File: config.mk
export PLATFORM = sky130hd
export DESIGN_NAME = adc_readout
export DESIGN_NICKNAME = d
export VERILOG_FILES = /design/src/result_fifo.v /design/src/adc_readout.v
export VERILOG_INCLUDE_DIRS = /design/src
export SDC_FILE = /design/constraint.sdc
export NUM_CORES = 1
export LEC_CHECK = 0
export ABC_AREA = 1
export BUFFER_PORTS_ARGS = -buffer_cell sky130_fd_sc_hd__buf_2
export CORE_MARGIN = 4
export CORE_UTILIZATION = 48
export DETAILED_ROUTE_END_ITERATION = 12
export GPL_TIMING_DRIVEN = 0
export HOLD_SLACK_MARGIN = 0.05
export PLACE_DENSITY_LB_ADDON = 0.08
export SYNTH_ARGS = -nofsm -noshare
export SYNTH_HDL_FRONTEND = slang
export SYNTH_SLANG_ARGS = --single-unit
File: constraint.sdc
create_clock -name i_mclk -period 7.56 [get_ports i_mclk]
set_clock_uncertainty 0.05 [all_clocks]
set_input_delay 2.268 -clock i_mclk [delete_from_list [all_inputs] [get_ports i_mclk]]
set_output_delay 2.268 -clock i_mclk [all_outputs]
set_load 0.005 [all_outputs]
File: src/adc_readout_defines.vh
// Constants for the dual-channel converter readout block
// Assumes inclusion by bare name from the design files
`ifndef ADC_READOUT_DEFINES_VH
`define ADC_READOUT_DEFINES_VH
`define RESULT_BITS 16
`define CLK_PERIOD_NS 10
`define CNV_MIN_WIDTH_NS 25
`define CNV_MIN_WIDTH_CYC ((`CNV_MIN_WIDTH_NS + `CLK_PERIOD_NS - 1) / `CLK_PERIOD_NS)
`define CONV_TIME_NS 300
// Conversion time in system clocks, sized for the conversion timer
`define CONV_TIME_CYC 9'h01e
`define FIFO_DEPTH 8
`define ST_OPER 2'h0
`define ST_NAP 2'h1
`define ST_SLEEP 2'h2
`define PULSES_TO_NAP 3'h2
`define PULSES_TO_SLEEP 3'h4
`define PULSES_TO_WAKE 3'h5
`endif

File: src/result_fifo.v
// Small synchronous FIFO holding conversion result pairs
// Assumes one clock and an active-high asynchronous reset
`timescale 1ns/1ns
`default_nettype none
module result_fifo #(
  parameter WIDTH = 32,
  parameter DEPTH = 8,
  parameter AW = 3
) (
  // Clock and reset
  input wire i_clk,
  input wire i_rst,
  // Write side
  input wire i_wr_valid,
  output wire o_wr_ready,
  input wire [WIDTH-1:0] i_wr_data,
  // Read side
  output wire o_rd_valid,
  input wire i_rd_ready,
  output reg [WIDTH-1:0] o_rd_data
);
  reg [WIDTH-1:0] mem [0:DEPTH-1];
  reg [AW-1:0] wr_ptr;
  reg [AW-1:0] rd_ptr;
  reg [AW:0] count;
  reg out_full;
  wire wr_fire;
  wire pop_mem;
  assign o_wr_ready = (count != DEPTH[AW:0]);
  assign wr_fire = i_wr_valid && o_wr_ready;
  assign o_rd_valid = out_full;
  assign pop_mem = (count != {(AW+1){1'b0}}) && (!out_full || i_rd_ready);
  always @(posedge i_clk) begin
    if (wr_fire) begin
      mem[wr_ptr] <= i_wr_data;
    end
  end
  always @(posedge i_clk or posedge i_rst) begin
    if (i_rst) begin
      wr_ptr <= {AW{1'b0}};
      rd_ptr <= {AW{1'b0}};
      count <= {(AW+1){1'b0}};
      out_full <= 1'b0;
      o_rd_data <= {WIDTH{1'b0}};
    end else begin
      if (wr_fire) begin
        wr_ptr <= wr_ptr + {{(AW-1){1'b0}}, 1'b1};
      end
      if (pop_mem) begin
        rd_ptr <= rd_ptr + {{(AW-1){1'b0}}, 1'b1};
        o_rd_data <= mem[rd_ptr];
        out_full <= 1'b1;
      end else if (i_rd_ready) begin
        out_full <= 1'b0;
      end
      case ({wr_fire, pop_mem})
        2'b10: count <= count + {{AW{1'b0}}, 1'b1};
        2'b01: count <= count - {{AW{1'b0}}, 1'b1};
        default: count <= count;
      endcase
    end
  end
endmodule // result_fifo
`default_nettype wire

File: src/adc_readout.v
// Conversion control, power states and serial readout of a dual converter
// Assumes strobe, shift clock and straps arrive asynchronously to i_mclk
// Operation
// - Strobe rising edge puts both sample-and-holds into tracking
// - Strobe falling edge holds the samples and, while operational, starts conversion
// - Each shift-clock falling edge presents next result bit, MSB first
// - Echo clock is driven with the same timing as the data lanes
// - Negative echo pin strapped high disables the positive echo output
// - With shift clock idle, second strobe rising edge enters nap
// - Nap lasts until shift-clock rising edge wakes, or more strobes
// - Two further idle strobes in nap enter sleep
// - In CMOS mode a shift-clock rising edge wakes from sleep
// - In LVDS mode the fifth idle strobe wakes from sleep
// - Shift-clock pulses between strobes stop counting toward nap or sleep
// - Fifth-strobe wake from sleep also works in CMOS mode
// - Idle strobes cycle operational, nap, sleep repeatedly in order
// - Supply-monitor reset reinitialises the converter
// - Interface-select pin chooses CMOS or LVDS signalling
`timescale 1ns/1ns
`default_nettype none
`include "adc_readout_defines.vh"
module adc_readout #(
  parameter RESULT_BITS = `RESULT_BITS,
  parameter FIFO_DEPTH = `FIFO_DEPTH,
  parameter FIFO_AW = 3
) (
  // Clock and supply-monitor reset
  input wire i_mclk,
  input wire i_rst,
  // Pins from the controller
  input wire i_conversion_strobe,
  input wire i_shift_clock,
  input wire i_lvds_select,
  input wire i_echo_neg_strap,
  // Results of the analog core
  input wire [RESULT_BITS-1:0] i_channel1_sample,
  input wire [RESULT_BITS-1:0] i_channel2_sample,
  // Serial outputs
  output reg o_channel1_data_out,
  output reg o_channel2_data_out,
  output reg o_echo_clock_out,
  output reg o_echo_clock_en,
  // Analog core control and state
  output reg o_track,
  output reg o_converting,
  output reg [1:0] o_power_state,
  output reg o_lvds_mode,
  output wire o_fifo_overflow_stall
);
  // Synchronised pins and their edge history
  reg [1:0] cnv_sync;
  reg [1:0] sck_sync;
  reg [1:0] lvds_sync;
  reg [1:0] strap_sync;
  reg cnv_prev;
  reg sck_prev;
  wire cnv_rise;
  wire cnv_fall;
  wire sck_rise;
  wire sck_fall;
  // Power state
  reg [2:0] pulse_count;
  reg sck_seen;
  reg [1:0] next_power_state;
  reg [2:0] next_pulse_count;
  reg [2:0] counted;
  // Conversion
  reg [8:0] conv_timer;
  reg [2*RESULT_BITS-1:0] sample_hold;
  wire conv_done;
  wire fifo_wr_ready;
  wire fifo_rd_valid;
  wire [2*RESULT_BITS-1:0] fifo_rd_data;
  reg fifo_rd_ready;
  reg fifo_wr_valid;
  // Shifter
  reg [RESULT_BITS-1:0] shift1;
  reg [RESULT_BITS-1:0] shift2;
  reg [4:0] bits_left;
  wire shift_load;
  wire shift_step;

  // Edge of a synchronised level against its previous sample
  function rise_of(input now_level, input prev_level);
    begin
      rise_of = now_level && !prev_level;
    end
  endfunction

  function fall_of(input now_level, input prev_level);
    begin
      fall_of = !now_level && prev_level;
    end
  endfunction

  // Strobe count after one more idle strobe; clock activity restarts it
  function [2:0] count_after(input [2:0] count, input clock_seen);
    begin
      if (clock_seen) begin
        count_after = 3'h1;
      end else begin
        count_after = count + 3'h1;
      end
    end
  endfunction

  // Two-flop synchronisers, one per pin
  always @(posedge i_mclk or posedge i_rst) begin
    if (i_rst) begin
      cnv_sync <= 2'h0;
    end else begin
      cnv_sync <= {cnv_sync[0], i_conversion_strobe};
    end
  end
  always @(posedge i_mclk or posedge i_rst) begin
    if (i_rst) begin
      sck_sync <= 2'h0;
    end else begin
      sck_sync <= {sck_sync[0], i_shift_clock};
    end
  end
  always @(posedge i_mclk or posedge i_rst) begin
    if (i_rst) begin
      lvds_sync <= 2'h0;
    end else begin
      lvds_sync <= {lvds_sync[0], i_lvds_select};
    end
  end
  always @(posedge i_mclk or posedge i_rst) begin
    if (i_rst) begin
      strap_sync <= 2'h0;
    end else begin
      strap_sync <= {strap_sync[0], i_echo_neg_strap};
    end
  end

  // Previous samples, reset to the idle level of both pins
  always @(posedge i_mclk or posedge i_rst) begin
    if (i_rst) begin
      cnv_prev <= 1'b0;
      sck_prev <= 1'b0;
    end else begin
      cnv_prev <= cnv_sync[1];
      sck_prev <= sck_sync[1];
    end
  end
  assign cnv_rise = rise_of(cnv_sync[1], cnv_prev);
  assign cnv_fall = fall_of(cnv_sync[1], cnv_prev);
  assign sck_rise = rise_of(sck_sync[1], sck_prev);
  assign sck_fall = fall_of(sck_sync[1], sck_prev);

  // Interface mode and echo enable from straps
  always @(posedge i_mclk or posedge i_rst) begin
    if (i_rst) begin
      o_lvds_mode <= 1'b0;
    end else begin
      o_lvds_mode <= lvds_sync[1];
    end
  end

  always @(posedge i_mclk or posedge i_rst) begin
    if (i_rst) begin
      o_echo_clock_en <= 1'b1;
    end else begin
      o_echo_clock_en <= !strap_sync[1];
    end
  end

  // Power state machine
  always @* begin
    next_power_state = o_power_state;
    next_pulse_count = pulse_count;
    counted = count_after(pulse_count, sck_seen);
    if (sck_rise) begin
      next_pulse_count = 3'h0;
      if (o_power_state == `ST_NAP) begin
        next_power_state = `ST_OPER;
      end else if (o_power_state == `ST_SLEEP && !o_lvds_mode) begin
        next_power_state = `ST_OPER;
      end
    end else if (cnv_rise) begin
      next_pulse_count = counted;
      case (counted)
        `PULSES_TO_NAP: next_power_state = `ST_NAP;
        `PULSES_TO_SLEEP: next_power_state = `ST_SLEEP;
        `PULSES_TO_WAKE: begin
          next_power_state = `ST_OPER;
          next_pulse_count = 3'h0;
        end
        default: next_power_state = o_power_state;
      endcase
    end
  end

  // Power state and strobe count registers
  always @(posedge i_mclk or posedge i_rst) begin
    if (i_rst) begin
      o_power_state <= `ST_OPER;
      pulse_count <= 3'h0;
    end else begin
      o_power_state <= next_power_state;
      pulse_count <= next_pulse_count;
    end
  end

  // Clock activity since the last strobe
  always @(posedge i_mclk or posedge i_rst) begin
    if (i_rst) begin
      sck_seen <= 1'b0;
    end else if (sck_rise || sck_fall) begin
      sck_seen <= 1'b1;
    end else if (cnv_rise) begin
      sck_seen <= 1'b0;
    end
  end

  // Acquisition follows the strobe edges
  always @(posedge i_mclk or posedge i_rst) begin
    if (i_rst) begin
      o_track <= 1'b0;
    end else if (cnv_rise) begin
      o_track <= 1'b1;
    end else if (cnv_fall) begin
      o_track <= 1'b0;
    end
  end

  assign conv_done = o_converting && (conv_timer == 9'h001);

  // Conversion timer, started by a strobe fall while operational
  always @(posedge i_mclk or posedge i_rst) begin
    if (i_rst) begin
      o_converting <= 1'b0;
      conv_timer <= 9'h000;
    end else if (cnv_fall && o_power_state == `ST_OPER) begin
      o_converting <= 1'b1;
      conv_timer <= `CONV_TIME_CYC;
    end else if (o_converting) begin
      if (conv_done) begin
        o_converting <= 1'b0;
      end
      conv_timer <= conv_timer - 9'h001;
    end
  end

  // Result pair captured at the end of conversion and offered to the FIFO
  always @(posedge i_mclk or posedge i_rst) begin
    if (i_rst) begin
      sample_hold <= {(2*RESULT_BITS){1'b0}};
      fifo_wr_valid <= 1'b0;
    end else if (conv_done) begin
      sample_hold <= {i_channel1_sample, i_channel2_sample};
      fifo_wr_valid <= 1'b1;
    end else if (fifo_wr_ready) begin
      fifo_wr_valid <= 1'b0;
    end
  end

  assign o_fifo_overflow_stall = fifo_wr_valid && !fifo_wr_ready;

  result_fifo #(
    .WIDTH(2*RESULT_BITS),
    .DEPTH(FIFO_DEPTH),
    .AW(FIFO_AW)
  ) u_fifo (
    .i_clk(i_mclk),
    .i_rst(i_rst),
    .i_wr_valid(fifo_wr_valid),
    .o_wr_ready(fifo_wr_ready),
    .i_wr_data(sample_hold),
    .o_rd_valid(fifo_rd_valid),
    .i_rd_ready(fifo_rd_ready),
    .o_rd_data(fifo_rd_data)
  );

  // Serial shifter: load on strobe rise when idle, shift on shift-clock falls
  assign shift_load = cnv_rise && (bits_left == 5'h00) && fifo_rd_valid;
  assign shift_step = sck_fall && (bits_left != 5'h00) && !shift_load;

  always @* begin
    fifo_rd_ready = shift_load;
  end

  // Shift registers of both lanes
  always @(posedge i_mclk or posedge i_rst) begin
    if (i_rst) begin
      shift1 <= {RESULT_BITS{1'b0}};
      shift2 <= {RESULT_BITS{1'b0}};
    end else if (shift_load) begin
      shift1 <= fifo_rd_data[2*RESULT_BITS-1:RESULT_BITS];
      shift2 <= fifo_rd_data[RESULT_BITS-1:0];
    end else if (shift_step) begin
      shift1 <= {shift1[RESULT_BITS-2:0], 1'b0};
      shift2 <= {shift2[RESULT_BITS-2:0], 1'b0};
    end
  end

  // Bits still to be shifted out of the loaded word
  always @(posedge i_mclk or posedge i_rst) begin
    if (i_rst) begin
      bits_left <= 5'h00;
    end else if (shift_load) begin
      bits_left <= RESULT_BITS[4:0];
    end else if (shift_step) begin
      bits_left <= bits_left - 5'h01;
    end
  end

  // Lane outputs, MSB first
  always @(posedge i_mclk or posedge i_rst) begin
    if (i_rst) begin
      o_channel1_data_out <= 1'b0;
    end else if (shift_step) begin
      o_channel1_data_out <= shift1[RESULT_BITS-1];
    end
  end

  always @(posedge i_mclk or posedge i_rst) begin
    if (i_rst) begin
      o_channel2_data_out <= 1'b0;
    end else if (shift_step) begin
      o_channel2_data_out <= shift2[RESULT_BITS-1];
    end
  end

  // Echo follows the sampled shift clock in the same stage as the data
  always @(posedge i_mclk or posedge i_rst) begin
    if (i_rst) begin
      o_echo_clock_out <= 1'b0;
    end else begin
      o_echo_clock_out <= !strap_sync[1] && sck_sync[1];
    end
  end
endmodule // adc_readout
`default_nettype wire

Word-level counts from Yosys, hierarchy flattened --
Memory sizes are Yosys's and may differ from the RTL's. A register that Yosys moved wholly into a read port is not among the register bits. Index checks and enable logic that the tools add are counted.
Word-level totals: bits in registers 113, memory bits (writable) 256, output and inout bits 10, logic and storage cells 115, memories 1
Memory list:
- u_fifo.mem | words 8, width 32, read ports 1, clocked after memory_dff 1, wr ports 1, RTL line result_fifo.v:22 | reg [WIDTH-1:0] mem [0:DEPTH-1];
Operators by class: add/subtract/negate cells 7, equal/unequal tests 10, mux-type cells 31, reductions and logical operators 40
Operator list (number):
- $mux 16 | 4
- $mux 9 | 2
- $reduce_bool 2->1 | 8
- $logic_and 1x1->1 | 15
- $mux 1 | 13
- $mux 3 | 4
- $mux 5 | 2
- $add 3x1->3 const B | 3
- $eq 9x1->1 const B | 1
- $logic_not 1->1 | 9
- $sub 9x1->9 const B | 1
- $mux 2 | 4
- $pmux 4 s2 | 1
- $reduce_bool 4->1 | 2
- $eq 3x3->1 const B | 2
- $pmux 2 s3 | 1
- $logic_not 5->1 | 1
- $reduce_bool 5->1 | 1
- $sub 5x1->5 const B | 1
- $add 4x1->4 const B | 1
- $eq 2x1->1 const B | 2
- $eq 2x2->1 const B | 2
- $ne 4x4->1 const B | 1
- $sub 4x1->4 const B | 1
- 5 further kinds | 6

Longest topological paths before layout --
Gate-level depths: netlist (run 1).
word-level depth 8, mapped depth 14, depth with buffers taken out 13

By module --
From an unflattened synthesis (run 1), not the netlist that was laid out.
Second synthesis, totals: cell total of the unflattened synthesis 1469, area, all modules 16323.2 um^2
Modules (own cells, without submodules):
- result_fifo | instances 1, cells an instance 973, area each 11905.2 um^2, seq. area each 8763.4 um^2
- adc_readout | instances 1, cells an instance 496, area each 4418.0 um^2, seq. area each 2553.7 um^2

Worst setup path after synthesis (run 1) --
OpenSTA, ideal clock, no wires.
path type reg2reg, start register u_fifo.count[0], end memory u_fifo.mem[0][0], enable pin, setup time 461 ps, arrival 3034 ps, setup slack 4015 ps, stages on the path, launching flop included 6, buffers on the path 1, clock period less this slack 3545 ps, cell sequence dfrtp_1 nor2_1 nand3_1 nand2_1 buf_2 nor3_1
Between the ends: word-level cells in the longest chain between the ends 4
RTL lines:
- from (decl) | RTL line result_fifo.v:25 | reg [AW:0] count;
- from (signal assigned) | RTL line result_fifo.v:42 | count <= {(AW+1){1'b0}};
- from (signal assigned) | RTL line result_fifo.v:57 | 2'b10: count <= count + {{AW{1'b0}}, 1'b1};
- from (signal assigned) | RTL line result_fifo.v:58 | 2'b01: count <= count - {{AW{1'b0}}, 1'b1};
- $ne 4x4->1 | RTL line result_fifo.v:29 | assign o_wr_ready = (count != DEPTH[AW:0]);
- $logic_and 1x1->1 | RTL line result_fifo.v:30 | assign wr_fire = i_wr_valid && o_wr_ready;
- $mux 1 | RTL line result_fifo.v:34 | if (wr_fire) begin
- $mux 1 (implied by the code) | RTL line result_fifo.v:35 | mem[wr_ptr] <= i_wr_data;
- to (decl) | RTL line result_fifo.v:22
No other way between the ends.

Worst setup path in the final report (run 1) --
start register u_fifo.count[0], end output port o_fifo_overflow_stall
Between the ends: word-level cells in the longest chain between the ends 3
RTL lines:
- $ne 4x4->1 | RTL line result_fifo.v:29
- $logic_not 1->1 | RTL line adc_readout.v:259 | assign o_fifo_overflow_stall = fifo_wr_valid && !fifo_wr_ready;
- $logic_and 1x1->1 | RTL line adc_readout.v:259
- to (decl) | RTL line adc_readout.v:48 | output wire o_fifo_overflow_stall
No other way between the ends.

==> summary.md, run 1 <==
| Metric | Value |
|---|---|
| Status | `complete, no violations` |
| Syn nets | `1686` |
| Most frequent cells in the layout | `nand2_1 (482), edfxtp_1 (256), nand3_1 (246), inv_1 (202), dfrtp_1 (144)` |
| DP HPWL | `27580 µm` |
| Fin crit share | `51.99%` |
| Fin. max-slew vios | `0` |
| Fmax | `254.4 MHz` |
| Worst ir drop on vdd | `0.1643 mV` |
| Crit start category | `flip-flop` |
| Multi-input gate area | `4471 µm²` |
| H-tree depth | `2` |
| CTS Sinks | `401` |
| YS warnings | `0` |
| Hold Buf Count CTS | `0` |
| CP required | `5.24 ns` |
| First-pass GRT wire length | `64120 µm` |
| Worst hold path type | `reg2reg` |
| Crit path from | `u_fifo.count[0]` |
| Diode count | `0` |
| GRT Util Overall | `21.46%` |
| Setup TNS | `0 ns` |
| Area grow syn2layout | `15.08%` |
| Reg-to-Reg Start | `bits_left[0]` |
| Detail Route Antenna Nets | `0` |
| Antenna violations before repair | `0` |
| Worst skew pair latency | `0.54 ns` |
| Layout Nets | `1805` |
| Critical path capture point type | `output pin` |
| Power Density | `331.5 nW/µm²` |
| Filler Cells Inserted | `3033` |
| WL final | `40770 µm` |
| Final Hold Vio Count | `0` |
| Worst-path maximum fanout | `4` |
| Clock Pin Slew Worst Setup and Hold Paths | `0.06 ns` |
| Postcts setup bufs | `0` |
| Slew HR | `37.11%` |
| Avg Synthesized Cell Area | `10.40 µm²` |
| Die W | `196.1 µm` |
| DR WL/cell | `18.19 µm` |
| Mapped Cells | `1633` |
| Placement Rows | `68` |
| Core ar. | `34710 µm²` |
| Drt drc | `0` |
| GRT overflow | `0` |
| Utilization after layout | `56.29%` |
| # port buffers | `47` |
| Commonest non-fill, non-tap cell in the layout | `nand2_1` |
| Post-CTS Resized | `0` |
| Placement Setup Slack | `4.156 ns` |
| Drt first pass iters | `5` |
| Root Buffer | `clkbuf_16` |
| Setup WS post-layout | `3.629 ns` |
| Initial DRC Count | `709` |
| WS Path Type | `reg2out` |
| Slack of the worst reg-to-reg path | `4.78 ns` |
| Mapped Area | `16980 µm²` |
| # IOs | `48` |
| Vias post-DR | `11370` |
| Maximum root-to-sink buffer count | `3` |
| RSZ-0062 raised after global routing | `no` |
| Power Total | `0.006477 W` |
| #FFs+latches synth | `401` |
| TritonCTS clock tree | `yes` |
| Initial core utilization | `48.91%` |
| WP data arrival | `1.61 ns` |
| Clock period minus worst slack | `3.931 ns` |
| Synth cell types | `38` |
| Num CTS Buffers | `43` |
| Vias in the first global route | `11280` |
| Share of layout cells above drive strength 1 | `14.17%` |
| Die Ht | `196.1 µm` |
| Placer Congestion | `0.7777` |
| Sequential fraction of the synthesis area | `66.65%` |
| Final instance area | `19540 µm²` |
| Vias per cell | `5.075` |
| Worst Hold Launch | `lvds_sync[0]` |
| Lkg Pwr | `8.464 nW` |
| Total of max-cap violations | `0` |
| Worst-Margin Slew | `0.9383 ns` |
| Final setup fails | `0` |
| Reg area | `11320 µm²` |
| Full die area | `38450 µm²` |
| Placed Area | `18140 µm²` |
| Largest net degree at the start of global routing | `76` |
-- synth_stat cells --
master	number	area share, %
o211ai_1	1	0.044
nor3_4	1	0.096
a31oi_1	1	0.037
buf_1	1	0.022
dfstp_2	1	0.15
nand2_1	482	11
nand3_1	246	7.3
nand3_2	21	1.2
o21ai_1	1	0.029
dfrtp_1	144	21
inv_1	203	4.5
mux2_2	1	0.066
ha_1	14	1.0
a21oi_1	3	0.088
or2_0	3	0.11
nor2_1	32	0.71
buf_6	5	0.33
a21oi_4	1	0.096
inv_2	7	0.15
buf_2	37	1.1
buf_4	6	0.27
nor2_4	1	0.066
nor2_2	1	0.037
nand3b_1	1	0.044
xor2_1	5	0.26
buf_12	2	0.24
edfxtp_1	256	45
nor3_1	8	0.24
nand2_4	1	0.066
xnor2_1	3	0.15
clkbuf_1	30	0.66
fa_1	1	0.12
nand3_4	1	0.10
o21ai_0	79	2.3
or2_2	25	0.92
a21boi_0	1	0.044
o21bai_1	1	0.044
nand4_1	6	0.22
-- where the power goes --
part           switching [W]  total [W]  internal (W)  leakage [nW]
logic                0.00104    0.00152      0.000479          3.73
registers           0.000231    0.00288       0.00265          4.05
clock network       0.000832    0.00208       0.00125         0.680
total                0.00210    0.00648       0.00438          8.46
-- cell type report --
class,instances,area share [%]
multi-input combinational,941,22.88
tap,455,2.913
buffer,81,2.267
sequential,401,57.92
inverter,210,4.060
clock buffer,65,6.410
timing repair buffer,74,2.824
clock inverter,14,0.7300
-- cell families (layout without fill, tap and decap cells) --
kind of cell,after synthesis,in the layout,synth area share [%]
fa+ha+maj,15,15,1.150
mux,1,1,0.06632
simple gates,829,829,21.75
compound gates,88,88,2.712
flops,401,401,66.65
buf+inv,291,444,7.251
xor+xnor,8,8,0.4127
-- layer usage --
layer / global-route usage (%) / vias to the layer above / share of wire, %
met5: 0 / - / 0
met4: 5.353 / 0 / 2.1
met3: 3.366 / 65 / 4.9
met2: 35.19 / 232 / 47
met1: 30.40 / 5496 / 46
li1: - / 5579 / -
-- stage by stage --
| stage | instances | hold slack, ns |
|---|---|---|
| global route | 2241 | 0.3045 |
| CTS | 2241 | 0.3014 |
| finish | 2241 | 0.2975 |
| floorplan | 1633 | 0.2812 |
| global placement | 2135 | 0.2813 |
| detailed placement | 2162 | 0.2856 |
-- worst max-delay path, stage by stage, from the launching register on --
cell	delay, ns
dfrtp_1	0.42
nor2_1	0.17
nand3_1	0.18
nor2_1	0.17
buf_2	0.14
-- flip-flops by register name, summed over array words and instances (netlist names), 2 cells and up --
register,cells
o_power_state,2
shift1,16
conv_timer,9
u_fifo.mem,256
u_fifo.o_rd_data,32
cnv_sync,2
u_fifo.rd_ptr,3
lvds_sync,2
count_after.count,3
sample_hold,32
u_fifo.wr_ptr,3
u_fifo.count,4
strap_sync,2
bits_left,5
shift2,16
sck_sync,2
-- worst paths after layout --
| check | depth (start not counted) | end |
|---|---|---|
| worst min register to register | 0 | lvds_sync[1] |
| worst min-delay path | 0 | lvds_sync[1] |
| min in group asynchronous | 2 | u_fifo.count[0] |
| worst max register to register | 12 | u_fifo.count[2] |
| worst max-delay path | 4 | o_fifo_overflow_stall |
| max in group asynchronous | 3 | o_echo_clock_en |
(Power assumes the default switching activity.)
==> run 2: changes to the inputs <==
- ABC_AREA: 1 -> 0
- clock period: 7.56 -> 3.6 ns (I/O delays scaled with it)
==> summary.md, run 2 <==
| Metric | Value |
|---|---|
| Full die area | `35940 µm² (was 38450 µm²)` |
| WS Path Type | `reg2reg (was reg2out)` |
| Num CTS Buffers | `42 (was 43)` |
| Diode count | `0 (unchanged)` |
| Fmax | `303.9 MHz` |
| Top Usage Layer GRT | `met2 (unchanged)` |
| Slack of the worst reg-to-reg path | `0.31 ns (was 4.78 ns)` |
| Final instance area | `18380 µm² (was 19540 µm²)` |
| Post-synth top area cell | `edfxtp_1 (unchanged)` |
| Crit start category | `flip-flop (unchanged)` |
| Synth cell types | `56 (was 38)` |
| CP delay by family, top | `simple AND/OR/NAND/NOR gates (unchanged)` |
| WHS Path Cells | `0 (unchanged)` |
| Vias post-DR | `7832 (was 11370)` |
| Largest stage delay on the critical path | `0.39 ns (was 0.42 ns)` |
| Met3 usage | `2.936% (was 3.366%)` |
| Top flop regs | `u_fifo.mem (256), sample_hold (32), u_fifo.o_rd_data (32) (unchanged)` |
| Reg-to-reg endpoint | `u_fifo.count[3] (was u_fifo.count[2])` |
| H-tree depth | `2 (unchanged)` |
| Core ar. | `32540 µm² (was 34710 µm²)` |
| TritonCTS clock tree | `yes (unchanged)` |
| Commonest non-fill, non-tap cell in the layout | `edfxtp_1 (was nand2_1)` |
| CTS Sinks | `401 (unchanged)` |
| Largest net degree at the start of global routing | `41 (was 76)` |
| Cell Chain, Critical Path | `inv_1 > ha_1 > nor4b_2 > a21boi_1 > nor2_4 > buf_4 > ha_1 > ha_1 > a21o_1 > a2111oi_0 > nand4b_1 > nand3_1 (was nor2_1 > nand3_1 > nor2_1 > buf_2)` |
| Critical path capture point type | `flip-flop (was output pin)` |
| DP HPWL | `21260 µm (was 27580 µm)` |
| Most frequent cells in the layout | `edfxtp_1 (256), dfrtp_1 (144), buf_2 (61), mux2_2 (52), clkbuf_16 (43) (was nand2_1 (482), edfxtp_1 (256), nand3_1 (246), inv_1 (202), dfrtp_1 (144))` |
| Share of synthesized registers carrying an async set or reset | `36.16% (unchanged)` |
| Mapped Area | `15830 µm² (was 16980 µm²)` |
| Slew HR | `42.34% (was 37.11%)` |
| Top reg by flops | `u_fifo.mem (unchanged)` |
| Placement Rows | `66 (was 68)` |
| Initial core utilization | `48.65% (was 48.91%)` |
| YS warnings | `0 (unchanged)` |
| Detail Route Antenna Nets | `0 (unchanged)` |
| Share of layout cells above drive strength 1 | `27.66% (was 14.17%)` |
| Worst-path maximum fanout | `10 (was 4)` |
| Maximum root-to-sink buffer count | `3 (unchanged)` |
| Postcts setup bufs | `0 (unchanged)` |
| Clock period minus worst slack | `3.291 ns` |
| Sequential fraction of the synthesis area | `71.50% (was 66.65%)` |
| WP data arrival | `3.64 ns (was 1.61 ns)` |
| Post-synth EDFFs | `256 (unchanged)` |
| Yosys top cell area share | `48.57% (was 45.28%)` |
| Finished Layout Cells | `1418 (was 2241)` |
| # port buffers | `47 (unchanged)` |
| Max reg flops | `256 (unchanged)` |
| Cells after DPL | `1341 (was 2162)` |
| Power Density | `661.6 nW/µm² (was 331.5 nW/µm²)` |
| Mapped Cells | `828 (was 1633)` |
| DR WL/cell | `23.02 µm (was 18.19 µm)` |
| Final setup fails | `0 (unchanged)` |
| Most used cell along the critical path | `ha_1 (was nor2_1)` |
| Worst Path Buf+Inv | `2 (was 1)` |
| Die Ht | `189.6 µm (was 196.1 µm)` |
| Count leader, synth | `edfxtp_1 (was nand2_1)` |
| Avg Synthesized Cell Area | `19.12 µm² (was 10.40 µm²)` |
| Setup TNS | `0 ns (unchanged)` |
| Lkg Pwr | `7.070 nW (was 8.464 nW)` |
| RSZ-0062 raised after global routing | `no (unchanged)` |
| Worst ir drop on vdd | `0.3850 mV (was 0.1643 mV)` |
| GRT overflow | `0 (unchanged)` |
| Fin crit share | `91.41%` |
| Final Hold Vio Count | `0 (unchanged)` |
| Drt drc | `0 (unchanged)` |
| Placer Congestion | `0.7602 (was 0.7777)` |
| Status | `complete, no violations (unchanged)` |
| # IOs | `48 (unchanged)` |
| Drt first pass iters | `7 (was 5)` |
| Grt met1 use | `24.98% (was 30.40%)` |
| Area grow syn2layout | `16.12% (was 15.08%)` |
| Root Buffer | `clkbuf_16 (unchanged)` |
| First-pass GRT wire length | `50540 µm (was 64120 µm)` |
| Die W | `189.6 µm (was 196.1 µm)` |
| Layout Nets | `996 (was 1805)` |
| Worst hold path type | `reg2reg (unchanged)` |
| Placement Setup Slack | `0.3510 ns (was 4.156 ns)` |
| Hold Buf Count CTS | `0 (unchanged)` |
| Total of max-cap violations | `0 (unchanged)` |
| Setup WS post-layout | `0.3093 ns (was 3.629 ns)` |
| WL final | `32640 µm (was 40770 µm)` |
| Clock Pin Slew Worst Setup and Hold Paths | `0.06 ns (about the same)` |
| Vias in the first global route | `8466 (was 11280)` |
| Synth Flop Type | `edfxtp_1 (unchanged)` |
| Post-synth top cells | `edfxtp_1 (256), dfrtp_1 (144), mux2_2 (52), mux4_2 (33) (was nand2_1 (482), edfxtp_1 (256), nand3_1 (246), inv_1 (203), dfrtp_1 (144))` |
| Crit path max-delay cell type | `dfrtp_1 (unchanged)` |
| Worst skew pair latency | `0.52 ns (was 0.54 ns)` |
| Fin. max-slew vios | `0 (unchanged)` |
| Top area cells in the synthesized netlist | `edfxtp_1 (49%), dfrtp_1 (23%), mux4_1 (5.1%) (was edfxtp_1 (45%), dfrtp_1 (21%), nand2_1 (11%))` |
| Antenna violations before repair | `0 (unchanged)` |
| GRT Util Overall | `18.48% (was 21.46%)` |
| #FFs+latches synth | `401 (unchanged)` |
| Syn nets | `881 (was 1686)` |
| Post-CTS Resized | `0 (unchanged)` |
| Initial DRC Count | `423 (was 709)` |
| Hold Path End | `cnv_sync[1] (was lvds_sync[1])` |
| R2r worst-path depth | `12 (unchanged)` |
| Power Total | `0.01216 W (was 0.006477 W)` |
| Worst Hold Launch | `cnv_sync[0] (was lvds_sync[0])` |
| Placed Area | `17070 µm² (was 18140 µm²)` |
| Met2 Track Usage GR | `31.62% (was 35.19%)` |
| CP required | `3.95 ns (was 5.24 ns)` |
| Reg-to-Reg Start | `bits_left[0] (unchanged)` |
| Worst-Margin Slew | `0.8649 ns (was 0.9383 ns)` |
| Vias per cell | `5.523 (was 5.075)` |
## run 2: cell count changes after synthesis, moves of 31 or more
| cell | before | now |
|---|---|---|
| mux4_1 | 0 | 31 |
| a21o_1 | 0 | 32 |
| nand2_1 | 482 | 32 |
| mux4_2 | 0 | 33 |
| o21ai_0 | 79 | 3 |
| mux2_2 | 1 | 52 |
| inv_1 | 203 | 16 |
| nand3_1 | 246 | 5 |
| mux2_1 | 0 | 32 |
## run 2: worst register-to-register path, cell delays in order (launching register included)
cell and delay, ns:
dfrtp_1 0.39, inv_1 0.09, ha_1 0.15, nor4b_2 0.34
a21boi_1 0.21, nor2_4 0.29, buf_4 0.27, ha_1 0.29
ha_1 0.27, a21o_1 0.21, a2111oi_0 0.37, nand4b_1 0.16
nand3_1 0.07
## run 2: power breakdown
part / internal (W) / switching [W] / total [W]
clock network: 0.00241 / 0.00170 / 0.00411
registers: 0.00541 / 0.000383 / 0.00579
logic: 0.00128 / 0.000980 / 0.00226
total: 0.00909 / 0.00306 / 0.0122
## run 2: layout make-up
type	instances	area [µm²]
Sequential cell	401	11320
Clock buffer	51	1106
Inverter	17	67.56
Clock inverter	26	202.7
Buffer	39	245.2
Multi-Input combinational cell	371	4265
Timing Repair Buffer	71	621.8
Fill cell	2537	14160
Tap cell	442	553.0
## run 2: metal layers
metal  wire length, µm  part of all wire [%]
met4               801                   2.5
met1             14160                    43
met2             16630                    51
met3              1051                   3.2
met5                 0                     0
## run 2: cells by family after synthesis
logic type,count (synthesis),synth area share (%)
DFF,401,71.50
muxes,164,17.30
and+or+nand+nor,91,3.020
AOI/OAI and AO/OA,84,4.047
buffers and inverters,56,1.953
xor gates and xnor gates,17,0.9408
adders and majority gates,15,1.233
## run 2: worst max-delay path by stage
stage / slack [ns] / depth (start not counted) / startpoint / to
2_1_floorplan: -0.12 / 4 / u_fifo.count[0] / u_fifo.mem[2][0]
3_5_place_dp: 0.35 / 12 / bits_left[0] / u_fifo.count[3]
6_report: 0.31 / 12 / bits_left[0] / u_fifo.count[3]
3_3_place_gp: -3.50 / 4 / u_fifo.count[0] / u_fifo.mem[2][19]
4_1_cts: 0.31 / 12 / bits_left[0] / u_fifo.count[3]
5_1_grt: 0.002 / 12 / bits_left[0] / u_fifo.count[3]
## run 2: stage by stage
step | hold WS [ns] | util (%)
5_1_grt | 0.3124 | 56.49
2_1_floorplan | 0.2812 | -
3_3_place_gp | 0.2937 | 51.12
6_report | 0.3035 | 56.49
3_5_place_dp | 0.2857 | 52.46
4_1_cts | 0.3095 | 56.49
